File: src/verilog/mcrc_pkg.sv
// Package: constants and types for the main clock request controller
package mcrc_pkg;
   // ----------------------------------------
   // Register byte offsets
   // ----------------------------------------
   localparam logic [7:0] MCRC_MAIN_CTRL_A_OFF = 8'h00;
   localparam logic [7:0] MCRC_MAIN_CTRL_B_OFF = 8'h04;
   localparam logic [7:0] MCRC_MAIN_STATUS_OFF = 8'h08;
   localparam logic [7:0] MCRC_FAST_OSC_CTRL_OFF = 8'h0C;
   localparam logic [7:0] MCRC_SLOW_OSC_CTRL_OFF = 8'h10;
   localparam logic [7:0] MCRC_SLEEP_CTRL_OFF = 8'h14;
   localparam logic [7:0] MCRC_KEY_OFF = 8'h18;
   // ----------------------------------------
   // Keys, fields, reset values, counts
   // ----------------------------------------
   localparam logic [7:0] MCRC_IO_KEY = 8'hD8;
   localparam logic [2:0] MCRC_KEY_WINDOW = 3'h4;
   localparam logic [1:0] MCRC_SRC_FAST = 2'h0;
   localparam logic [1:0] MCRC_SRC_SLOW = 2'h1;
   localparam logic [1:0] MCRC_SRC_EXT = 2'h3;
   localparam int MCRC_PDIV_POS = 1;
   localparam logic [3:0] MCRC_PDIV_RST = 4'h8;
   localparam logic MCRC_PEN_RST = 1'b1;
   localparam logic [1:0] MCRC_EXT_START_CYC = 2'h2;
   localparam int MCRC_EXT_EDGES = 4;
   // ----------------------------------------
   // Sleep modes and switch states
   // ----------------------------------------
   typedef enum logic [1:0] {
      MCRC_SLP_ACTIVE = 2'b00,
      MCRC_SLP_IDLE = 2'b01,
      MCRC_SLP_STANDBY = 2'b10,
      MCRC_SLP_PDOWN = 2'b11
   } mcrc_sleep_t;
   typedef enum logic [1:0] {
      MCRC_SW_IDLE = 2'b00,
      MCRC_SW_WAIT = 2'b01,
      MCRC_SW_EXT = 2'b10
   } mcrc_sw_t;
endpackage : mcrc_pkg

File: src/verilog/mcrc_top.sv
// Main clock request controller: requests, source switch, prescaler, APB
//
// Summary of operation
// [RULE_01] Peripheral requests enable clocks automatically
// [RULE_02] Route each request to configured source
// [RULE_03] Prescaler divides 1 to 64, twelve settings
// [RULE_04] Peripheral clock comes through the prescaler
// [RULE_05] Cpu net and peripheral net driven
// [RULE_06] Counter clock requested while counter enabled
// [RULE_07] Watchdog, sampled brownout request their clocks
// [RULE_08] Main source from source select field
// [RULE_09] Unused, unrequested sources are switched off
// [RULE_10] Standby-run bit keeps oscillator on
// [RULE_11] Main clock runs in active, idle
// [RULE_12] Standby: run only if requested or kept
// [RULE_13] Power-down waits for memory operations
// [RULE_14] Internal sources selectable, switch glitch-free
// [RULE_15] External switch waits for stable edges
// [RULE_16] Further changes ignored while switch waits
// [RULE_17] Pending flag while switch in progress
// [RULE_18] External stability flag in status
// [RULE_19] No automatic fallback from external source
// [RULE_20] Reset: fast oscillator, divide by six
// [RULE_21] Key then protected write within four
// [RULE_22] External input usable two cycles after request
// [RULE_23] Settings 1..64 plus 6,10,12,24,48
// [RULE_24] Fixed count of consecutive external edges
`timescale 1ns/1ps
`default_nettype none
module mcrc_top #(
   parameter int EXT_EDGES = mcrc_pkg::MCRC_EXT_EDGES
) (
   input wire logic pclk,
   input wire logic presetn,
   input wire logic clk_en,
   input wire logic psel,
   input wire logic penable,
   input wire logic pwrite,
   input wire logic [7:0] paddr,
   input wire logic [31:0] pwdata,
   output logic [31:0] prdata,
   output logic pready,
   output logic pslverr,
   input wire logic cpu_instr_done,
   input wire logic periph_main_req,
   input wire logic counter_enabled,
   input wire logic counter_uses_ext,
   input wire logic watchdog_enabled,
   input wire logic brownout_sampled,
   input wire logic memory_busy,
   input wire logic external_clock_input,
   output logic fast_osc_en,
   output logic slow_osc_en,
   output logic ext_pin_clock_mode,
   output logic main_clk_run,
   output logic cpu_clk_en,
   output logic per_clk_en,
   output logic [1:0] main_src_sel,
   output logic counter_clk_req,
   output logic watchdog_clock_net_req,
   output logic brownout_clock_net_req
);
   // ----------------------------------------
   // State
   // ----------------------------------------
   typedef struct packed {
      logic [1:0] main_source_select;
      logic [1:0] active_src;
      logic [3:0] pdiv;
      logic pen;
      logic fast_keep;
      logic slow_keep;
      logic [1:0] sleep_mode;
      logic [2:0] key_cnt;
      mcrc_pkg::mcrc_sw_t sw;
      logic [7:0] edge_cnt;
      logic [1:0] ext_start;
      logic ext_sync1;
      logic ext_sync2;
      logic ext_prev;
      logic ext_stable;
      logic [5:0] div_cnt;
      logic per_tick;
      logic main_run;
      logic fast_en;
      logic slow_en;
      logic pin_mode;
      logic cnt_req;
      logic wdt_req;
      logic bod_req;
      logic [31:0] rdata;
      logic ready;
   } mcrc_state_t;

   mcrc_state_t st_q;
   mcrc_state_t st_d;

   // Last prescaler count (factor minus one), so divide by 64 fits six bits
   function automatic logic [5:0] mcrc_div(input logic [3:0] code, input logic en);
      logic [5:0] f;
      f = 6'h00;
      if (!en) begin
         f = 6'h00;
      end else begin
         case (code)
            4'h0: f = 6'h01;
            4'h1: f = 6'h03;
            4'h2: f = 6'h07;
            4'h3: f = 6'h0F;
            4'h4: f = 6'h1F;
            4'h5: f = 6'h3F;
            4'h8: f = 6'h05;
            4'h9: f = 6'h09;
            4'hA: f = 6'h0B;
            4'hB: f = 6'h17;
            4'hC: f = 6'h2F;
            default: f = 6'h00;
         endcase
      end
      return f; // [RULE_23]
   endfunction : mcrc_div

   logic setup;
   logic wr;
   logic prot_ok;
   logic ext_wanted;
   logic main_needed;
   logic [5:0] div_last;
   logic [31:0] rd;

   always_comb begin
      st_d = st_q;
      setup = psel && !penable;
      wr = psel && penable && pwrite && st_q.ready;
      prot_ok = st_q.key_cnt != 3'h0; // [RULE_21]
      rd = 32'h0000_0000;
      // ----------------------------------------
      // Register access, no wait states
      // ----------------------------------------
      st_d.ready = setup;
      if (setup) begin
         if (paddr == mcrc_pkg::MCRC_MAIN_CTRL_A_OFF) begin
            rd = {30'h0, st_q.main_source_select};
         end else if (paddr == mcrc_pkg::MCRC_MAIN_CTRL_B_OFF) begin
            rd = {27'h0, st_q.pdiv, st_q.pen};
         end else if (paddr == mcrc_pkg::MCRC_MAIN_STATUS_OFF) begin
            rd = {24'h0, st_q.ext_stable, 1'b0, st_q.slow_en, st_q.fast_en, 3'h0,
                  st_q.sw == mcrc_pkg::MCRC_SW_WAIT}; // [RULE_17] [RULE_18]
         end else if (paddr == mcrc_pkg::MCRC_FAST_OSC_CTRL_OFF) begin
            rd = {30'h0, st_q.fast_keep, 1'b0};
         end else if (paddr == mcrc_pkg::MCRC_SLOW_OSC_CTRL_OFF) begin
            rd = {30'h0, st_q.slow_keep, 1'b0};
         end else if (paddr == mcrc_pkg::MCRC_SLEEP_CTRL_OFF) begin
            rd = {30'h0, st_q.sleep_mode};
         end else begin
            rd = 32'h0000_0000;
         end
         st_d.rdata = rd;
      end
      // Key opens a short window counted in processor instructions
      if (cpu_instr_done && prot_ok) begin
         st_d.key_cnt = st_q.key_cnt - 3'h1;
      end
      if (wr && paddr == mcrc_pkg::MCRC_KEY_OFF && pwdata[7:0] == mcrc_pkg::MCRC_IO_KEY) begin
         st_d.key_cnt = mcrc_pkg::MCRC_KEY_WINDOW; // [RULE_21]
      end
      if (wr && prot_ok) begin
         if (paddr == mcrc_pkg::MCRC_MAIN_CTRL_A_OFF) begin
            st_d.key_cnt = 3'h0;
            // A pending external switch locks the selection until the switch completes
            // Code 2 has no source behind it; the old selection stays
            if (st_q.sw != mcrc_pkg::MCRC_SW_WAIT && pwdata[1:0] != 2'h2) begin // [RULE_16]
               st_d.main_source_select = pwdata[1:0]; // [RULE_08] [RULE_14]
            end
         end else if (paddr == mcrc_pkg::MCRC_MAIN_CTRL_B_OFF) begin
            st_d.key_cnt = 3'h0;
            st_d.pen = pwdata[0];
            st_d.pdiv = pwdata[mcrc_pkg::MCRC_PDIV_POS +: 4];
         end else if (paddr == mcrc_pkg::MCRC_FAST_OSC_CTRL_OFF) begin
            st_d.key_cnt = 3'h0;
            st_d.fast_keep = pwdata[1];
         end else if (paddr == mcrc_pkg::MCRC_SLOW_OSC_CTRL_OFF) begin
            st_d.key_cnt = 3'h0;
            st_d.slow_keep = pwdata[1];
         end
      end
      if (wr && paddr == mcrc_pkg::MCRC_SLEEP_CTRL_OFF) begin
         st_d.sleep_mode = pwdata[1:0];
      end
      // ----------------------------------------
      // Source switch
      // ----------------------------------------
      st_d.ext_sync1 = external_clock_input;
      st_d.ext_sync2 = st_q.ext_sync1;
      st_d.ext_prev = st_q.ext_sync2;
      case (st_q.sw)
         mcrc_pkg::MCRC_SW_IDLE: begin
            if (st_d.main_source_select == mcrc_pkg::MCRC_SRC_EXT) begin
               st_d.sw = mcrc_pkg::MCRC_SW_WAIT;
               st_d.edge_cnt = 8'h00;
            end else begin
               st_d.active_src = st_d.main_source_select; // [RULE_14]
            end
         end
         mcrc_pkg::MCRC_SW_WAIT: begin
            if (st_q.ext_start != mcrc_pkg::MCRC_EXT_START_CYC) begin
               st_d.ext_start = st_q.ext_start + 2'h1; // [RULE_22]
            end else if (st_q.ext_sync2 && !st_q.ext_prev) begin
               st_d.edge_cnt = st_q.edge_cnt + 8'h01; // [RULE_24]
               if (st_d.edge_cnt == 8'(EXT_EDGES)) begin
                  st_d.sw = mcrc_pkg::MCRC_SW_EXT; // [RULE_15]
                  st_d.active_src = mcrc_pkg::MCRC_SRC_EXT;
                  st_d.ext_stable = 1'b1; // [RULE_18]
               end
            end
         end
         // No fallback: only reset leaves the external source
         default: begin
            st_d.active_src = mcrc_pkg::MCRC_SRC_EXT; // [RULE_19]
         end
      endcase
      // ----------------------------------------
      // Requests and oscillator gating
      // ----------------------------------------
      st_d.cnt_req = counter_enabled; // [RULE_06]
      st_d.wdt_req = watchdog_enabled; // [RULE_07]
      st_d.bod_req = brownout_sampled; // [RULE_07]
      ext_wanted = st_q.sw != mcrc_pkg::MCRC_SW_IDLE || (counter_enabled && counter_uses_ext);
      case (st_q.sleep_mode)
         mcrc_pkg::MCRC_SLP_ACTIVE, mcrc_pkg::MCRC_SLP_IDLE: main_needed = 1'b1; // [RULE_11]
         mcrc_pkg::MCRC_SLP_STANDBY: main_needed = periph_main_req ||
            (st_q.active_src == mcrc_pkg::MCRC_SRC_FAST && st_q.fast_keep) ||
            (st_q.active_src == mcrc_pkg::MCRC_SRC_SLOW && st_q.slow_keep); // [RULE_12]
         default: main_needed = memory_busy; // [RULE_13]
      endcase
      st_d.main_run = main_needed;
      // Requests routed to their own source; idle sources off
      // Enables follow the next source, so the mux never picks a stopped oscillator
      st_d.fast_en = (main_needed && st_d.active_src == mcrc_pkg::MCRC_SRC_FAST) ||
         (st_q.fast_keep && st_q.sleep_mode != 2'h3); // [RULE_01] [RULE_02] [RULE_09] [RULE_10]
      st_d.slow_en = (main_needed && st_d.active_src == mcrc_pkg::MCRC_SRC_SLOW) ||
         (st_q.slow_keep && st_q.sleep_mode != 2'h3) || (counter_enabled && !counter_uses_ext) ||
         watchdog_enabled || brownout_sampled; // [RULE_01] [RULE_02] [RULE_09] [RULE_10]
      st_d.pin_mode = ext_wanted; // [RULE_22]
      // ----------------------------------------
      // Prescaler
      // ----------------------------------------
      div_last = mcrc_div(st_q.pdiv, st_q.pen); // [RULE_03]
      if (!main_needed || st_q.div_cnt >= div_last) begin
         st_d.div_cnt = 6'h00;
      end else begin
         st_d.div_cnt = st_q.div_cnt + 6'h01;
      end
      st_d.per_tick = main_needed && st_q.div_cnt >= div_last; // [RULE_04]
   end

   always_ff @(posedge pclk or negedge presetn) begin
      if (!presetn) begin
         st_q <= '0;
         st_q.main_source_select <= mcrc_pkg::MCRC_SRC_FAST; // [RULE_20]
         st_q.active_src <= mcrc_pkg::MCRC_SRC_FAST;
         st_q.pdiv <= mcrc_pkg::MCRC_PDIV_RST; // [RULE_20]
         st_q.pen <= mcrc_pkg::MCRC_PEN_RST;
         st_q.sw <= mcrc_pkg::MCRC_SW_IDLE;
         st_q.main_run <= 1'b1;
         st_q.fast_en <= 1'b1;
      end else if (clk_en) begin
         st_q <= st_d;
      end
   end

   // ----------------------------------------
   // Outputs
   // ----------------------------------------
   assign prdata = st_q.rdata;
   assign pready = st_q.ready;
   assign pslverr = 1'b0;
   assign fast_osc_en = st_q.fast_en;
   assign slow_osc_en = st_q.slow_en;
   assign ext_pin_clock_mode = st_q.pin_mode;
   assign main_clk_run = st_q.main_run;
   assign cpu_clk_en = st_q.main_run; // [RULE_05]
   assign per_clk_en = st_q.per_tick; // [RULE_05]
   assign main_src_sel = st_q.active_src;
   assign counter_clk_req = st_q.cnt_req;
   assign watchdog_clock_net_req = st_q.wdt_req;
   assign brownout_clock_net_req = st_q.bod_req;
endmodule : mcrc_top
`default_nettype wire
File: config.mk
export PLATFORM = sky130hd
export DESIGN_NAME = mcrc_top
export DESIGN_NICKNAME = d
export VERILOG_FILES = /design/src/verilog/mcrc_pkg.sv /design/src/verilog/mcrc_top.sv
export SDC_FILE = /design/constraint.sdc
export NUM_CORES = 1
export LEC_CHECK = 0
export ABC_AREA = 0
export BUFFER_PORTS_ARGS = -buffer_cell sky130_fd_sc_hd__buf_2
export CAP_MARGIN = 40
export CORE_UTILIZATION = 58
export CTS_BUF_LIST = sky130_fd_sc_hd__clkbuf_4 sky130_fd_sc_hd__clkbuf_8
export DETAILED_ROUTE_END_ITERATION = 8
export GPL_TIMING_DRIVEN = 0
export PLACE_DENSITY_LB_ADDON = 0.2
export SYNTH_ARGS = -nofsm -noshare
export SYNTH_HDL_FRONTEND = slang
export SYNTH_SLANG_ARGS = --single-unit
File: constraint.sdc
create_clock -name pclk -period 4 [get_ports pclk]
set_input_delay 0.6 -clock pclk [delete_from_list [all_inputs] [get_ports pclk]]
set_output_delay 0.6 -clock pclk [all_outputs]
set_load 0.1 [all_outputs]
==> results.py <==
metrics = {
    "synthesis": {
        "synth_top_area_share": 0.3580,
        "synthCells": 368,
        "synth_area_leaders": "dfrtp_1, buf_4, ha_1",
        "async_reset_ff_frac": 1.000,
        "ys_top_cells_by_count": "dfrtp_1, nand2_1, buf_4, o21ai_0, nor2_1",
        "yosysSeqAreaShare": 0.3881,
        "synth_cell_types": 62,
        "synth_edf_count": 0,
        "yosysTopAreaCell": "dfrtp_1",
        "ys_ff_latch": 54,
        "yosys.cell_count.top_type": "dfrtp_1",
        "syn_area_um2": 3495,
        "yosys_warnings": 0,
        "synth-main-ff-cell": "dfrtp_1",
        "avgSynthCellArea_um2": 9.496,
    },
    "finish": {
        "register_area_um2": 1356,
        "fillers": 466,
        "diodes": 0,
        "nets": 519,
        "multi_input_area_um2": 1857,
        "area_delta_synth_final_pct": 15.72,
        "drive_above_1_share": 0.2895,
    },
    "timing": {
        "period_needed_ns": 3.146,
        "setup_viol": 0,
        "final_hold_viol_count": 0,
        "tns_ns": 0,
        "clock_skew_ns": 0.006111,
        "min_period_over_period": 0.7864,
        "finalMaxSlewViolations": 0,
        "rsz0062_at_grt": "false",
        "maxSlewHeadroom": 0.5486,
        "fmax_mhz": 317.9,
        "tightest_slew_ns": 0.6710,
    },
    "worst_setup_path": {
        "path_max_fanout": 6,
        "reg2regPathDepth": 12,
        "arrival_ns": 3.38,
        "cp-start-kind": "flop",
        "worst-setup-path-type": "flop to flop",
        "cp.required_ns": 4.23,
        "critical_path.startpoint": "st_q[72]$_DFFE_PN0P_",
        "setup.worst_path.end_class": "flop",
        "r2r_start": "st_q[72]$_DFFE_PN0P_",
    },
    "die": {
        "dieArea_um2": 6339,
        "coreArea_um2": 5642,
        "dieHeight_um": 79.62,
        "ios": 99,
        "row_count": 27,
        "die_width_um": 79.62,
        "start_util": 0.6194,
    },
    "grt": {
        "grt_pass1_vias": 2740,
        "overflow": 0,
        "grt_max_degree": 29,
        "grt_antenna_before_repair": 0,
        "globalRouteTotalUtil": 0.2587,
        "grt_pass1_wl_um": 12570,
    },
    "worst_hold_path": {
        "min_path_type": "input pin to asynchronous set/reset pin",
    },
    "placed_design": {
        "dpl.hpwl_um": 6024,
        "gp_congestion": 0.8367,
        "io_buffers": 47,
    },
    "drt": {
        "num_vias": 2945,
        "wl_per_cell_um": 15.06,
        "drtIter0Drc": 161,
        "drc": 0,
        "ant_nets": 0,
        "dr.pass1.iters": 4,
        "wl_um": 7845,
        "viasPerCell": 5.653,
    },
    "power_and_ir_drop": {
        "p_sw_frac": 0.3886,
        "p_int_uw": 968.2,
        "p_per_area_nw_per_um2": 391.6,
        "power_frac_clock": 0.222,
        "vdd_drop_max_mv": 0.3249,
        "seq_power_share": 0.438,
        "p_total_mw": 1.584,
        "p_sw_uw": 615.3,
        "comb_power_share": 0.340,
        "leakagePower_nw": 1.887,
    },
    "clock_tree": {
        "cts_sinks": 54,
        "cts_setup_buffers": 0,
        "clock_latency_ns": 0.30,
        "h-tree-depth": 2,
        "cts-root-buf": "clkbuf_8",
        "clkTransAtPathRegs_ns": 0.10,
        "clock_path_buffers": 2,
        "cts_resized": 0,
        "numCtsBuffers": 5,
        "cts_tree": "done",
        "cts_hold_repair.buffers": 0,
    },
    "status": {
        "status": "complete, no violations",
    },
    "run": {
        "maxCapViolations": 0,
    },
}
==> layer usage <==
layer | up-vias | GRT usage | part of all wire
met5 | - | 0 | 0
met1 | 1444 | 0.3363 | 0.45
met3 | 10 | 0.03657 | 0.041
met4 | 0 | 0.07273 | 0.014
met2 | 85 | 0.4479 | 0.49
li1 | 1406 | - | -
==> worst paths after layout <==
check / slack [ns] / to
worst max-delay path: 0.85 / st_q[42]$_DFFE_PN0P_
worst min-delay path: 0.31 / st_q[44]$_DFFE_PN0P_
worst max register to register: 0.85 / st_q[42]$_DFFE_PN0P_
worst min register to register: 0.49 / prdata[3]$_DFFE_PN0P_
max in group asynchronous: 3.06 / cpu_clk_en$_DFFE_PN1P_
min in group pclk: 0.49 / prdata[3]$_DFFE_PN0P_
==> sequential cells by signal, indices dropped and copies added, names as in the netlist <==
name and count:
prdata 7, counter_clk_req 1, brownout_clock_net_req 1, slow_osc_en 1, cpu_clk_en 1, watchdog_clock_net_req 1, pready 1, st_d 2
ext_pin_clock_mode 1, per_clk_en 1, st_q 34, main_src_sel 2, fast_osc_en 1
==> cell type report <==
cell class,instances,share of cell area
multi-input combinational,277,0.4592
tap,72,0.02228
buffer,47,0.07890
clock buffer,8,0.02723
inverter,15,0.01392
timing repair buffer,48,0.06312
sequential,54,0.3354
==> cell families after synthesis <==
logic type,synth area share
other,0.001073
flip-flops,0.3881
XOR/XNOR,0.01754
adder cells (fa/ha/maj),0.06087
buffers and inverters,0.1074
AO/OA/AOI/OAI,0.1421
AND/OR/NAND/NOR,0.1966
multiplexers,0.08628
==> power groups by stage <==
| stage | registers [mW] | logic [mW] | clock network, mW |
|---|---|---|---|
| 2_1_floorplan | 0.743 | 0.382 | 0 |
| 3_3_place_gp | 0.697 | 0.514 | 0 |
| 3_5_place_dp | 0.702 | 0.538 | 0 |
| 4_1_cts | 0.692 | 0.538 | 0.355 |
| 5_1_grt | 0.705 | 0.584 | 0.376 |
| 6_report | 0.694 | 0.538 | 0.351 |
==> worst max-delay path, cell delays in order, from the launching register on <==
cell and delay, ns:
dfrtp_1 0.46, inv_1 0.16, ha_1 0.26, o21ai_0 0.15, o21ai_0 0.09, and2_1 0.17
ha_1 0.26, nand2b_1 0.14, a21o_1 0.17, a21o_1 0.17, a211oi_1 0.52, o21ai_0 0.34
o2bb2ai_1 0.22
==> cells in the final DEF, fill, tap and decap left out, types with 3 or more instances in the layout <==
cell type / count
ha_1: 17
or4_1: 4
nand3b_1: 3
o211ai_1: 4
and2_1: 5
nand2b_1: 5
a21o_1: 4
inv_1: 15
dfrtp_1: 50
xnor2_1: 5
or2_2: 4
a21oi_1: 14
buf_2: 47
or3_1: 4
clkbuf_8: 8
nor2b_1: 6
buf_4: 36
nor3_1: 8
nand2_1: 37
nor4_1: 6
a211oi_1: 3
dfstp_2: 4
nand4_1: 4
mux2_2: 17
o21ai_0: 26
nand3_1: 7
conb_1: 26
nor2_1: 19
mux2i_1: 5
clkbuf_1: 9
==> metrics by stage <==
step | util | worst slack, ns | hold WS [ns] | cell area, µm² | instances
after global routing | 0.7168 | 0.6681 | 0.3498 | 4044 | 521
after floorplan | - | 1.355 | 0.3044 | 3588 | 393
final | 0.7168 | 0.8544 | 0.3067 | 4044 | 521
after global placement | 0.6937 | 0.9649 | 0.4647 | 3914 | 512
after CTS | 0.7168 | 0.8691 | 0.3238 | 4044 | 521
after detailed placement | 0.6973 | 0.9025 | 0.4719 | 3934 | 513
No activity file was read; power rests on OpenSTA's default activity.
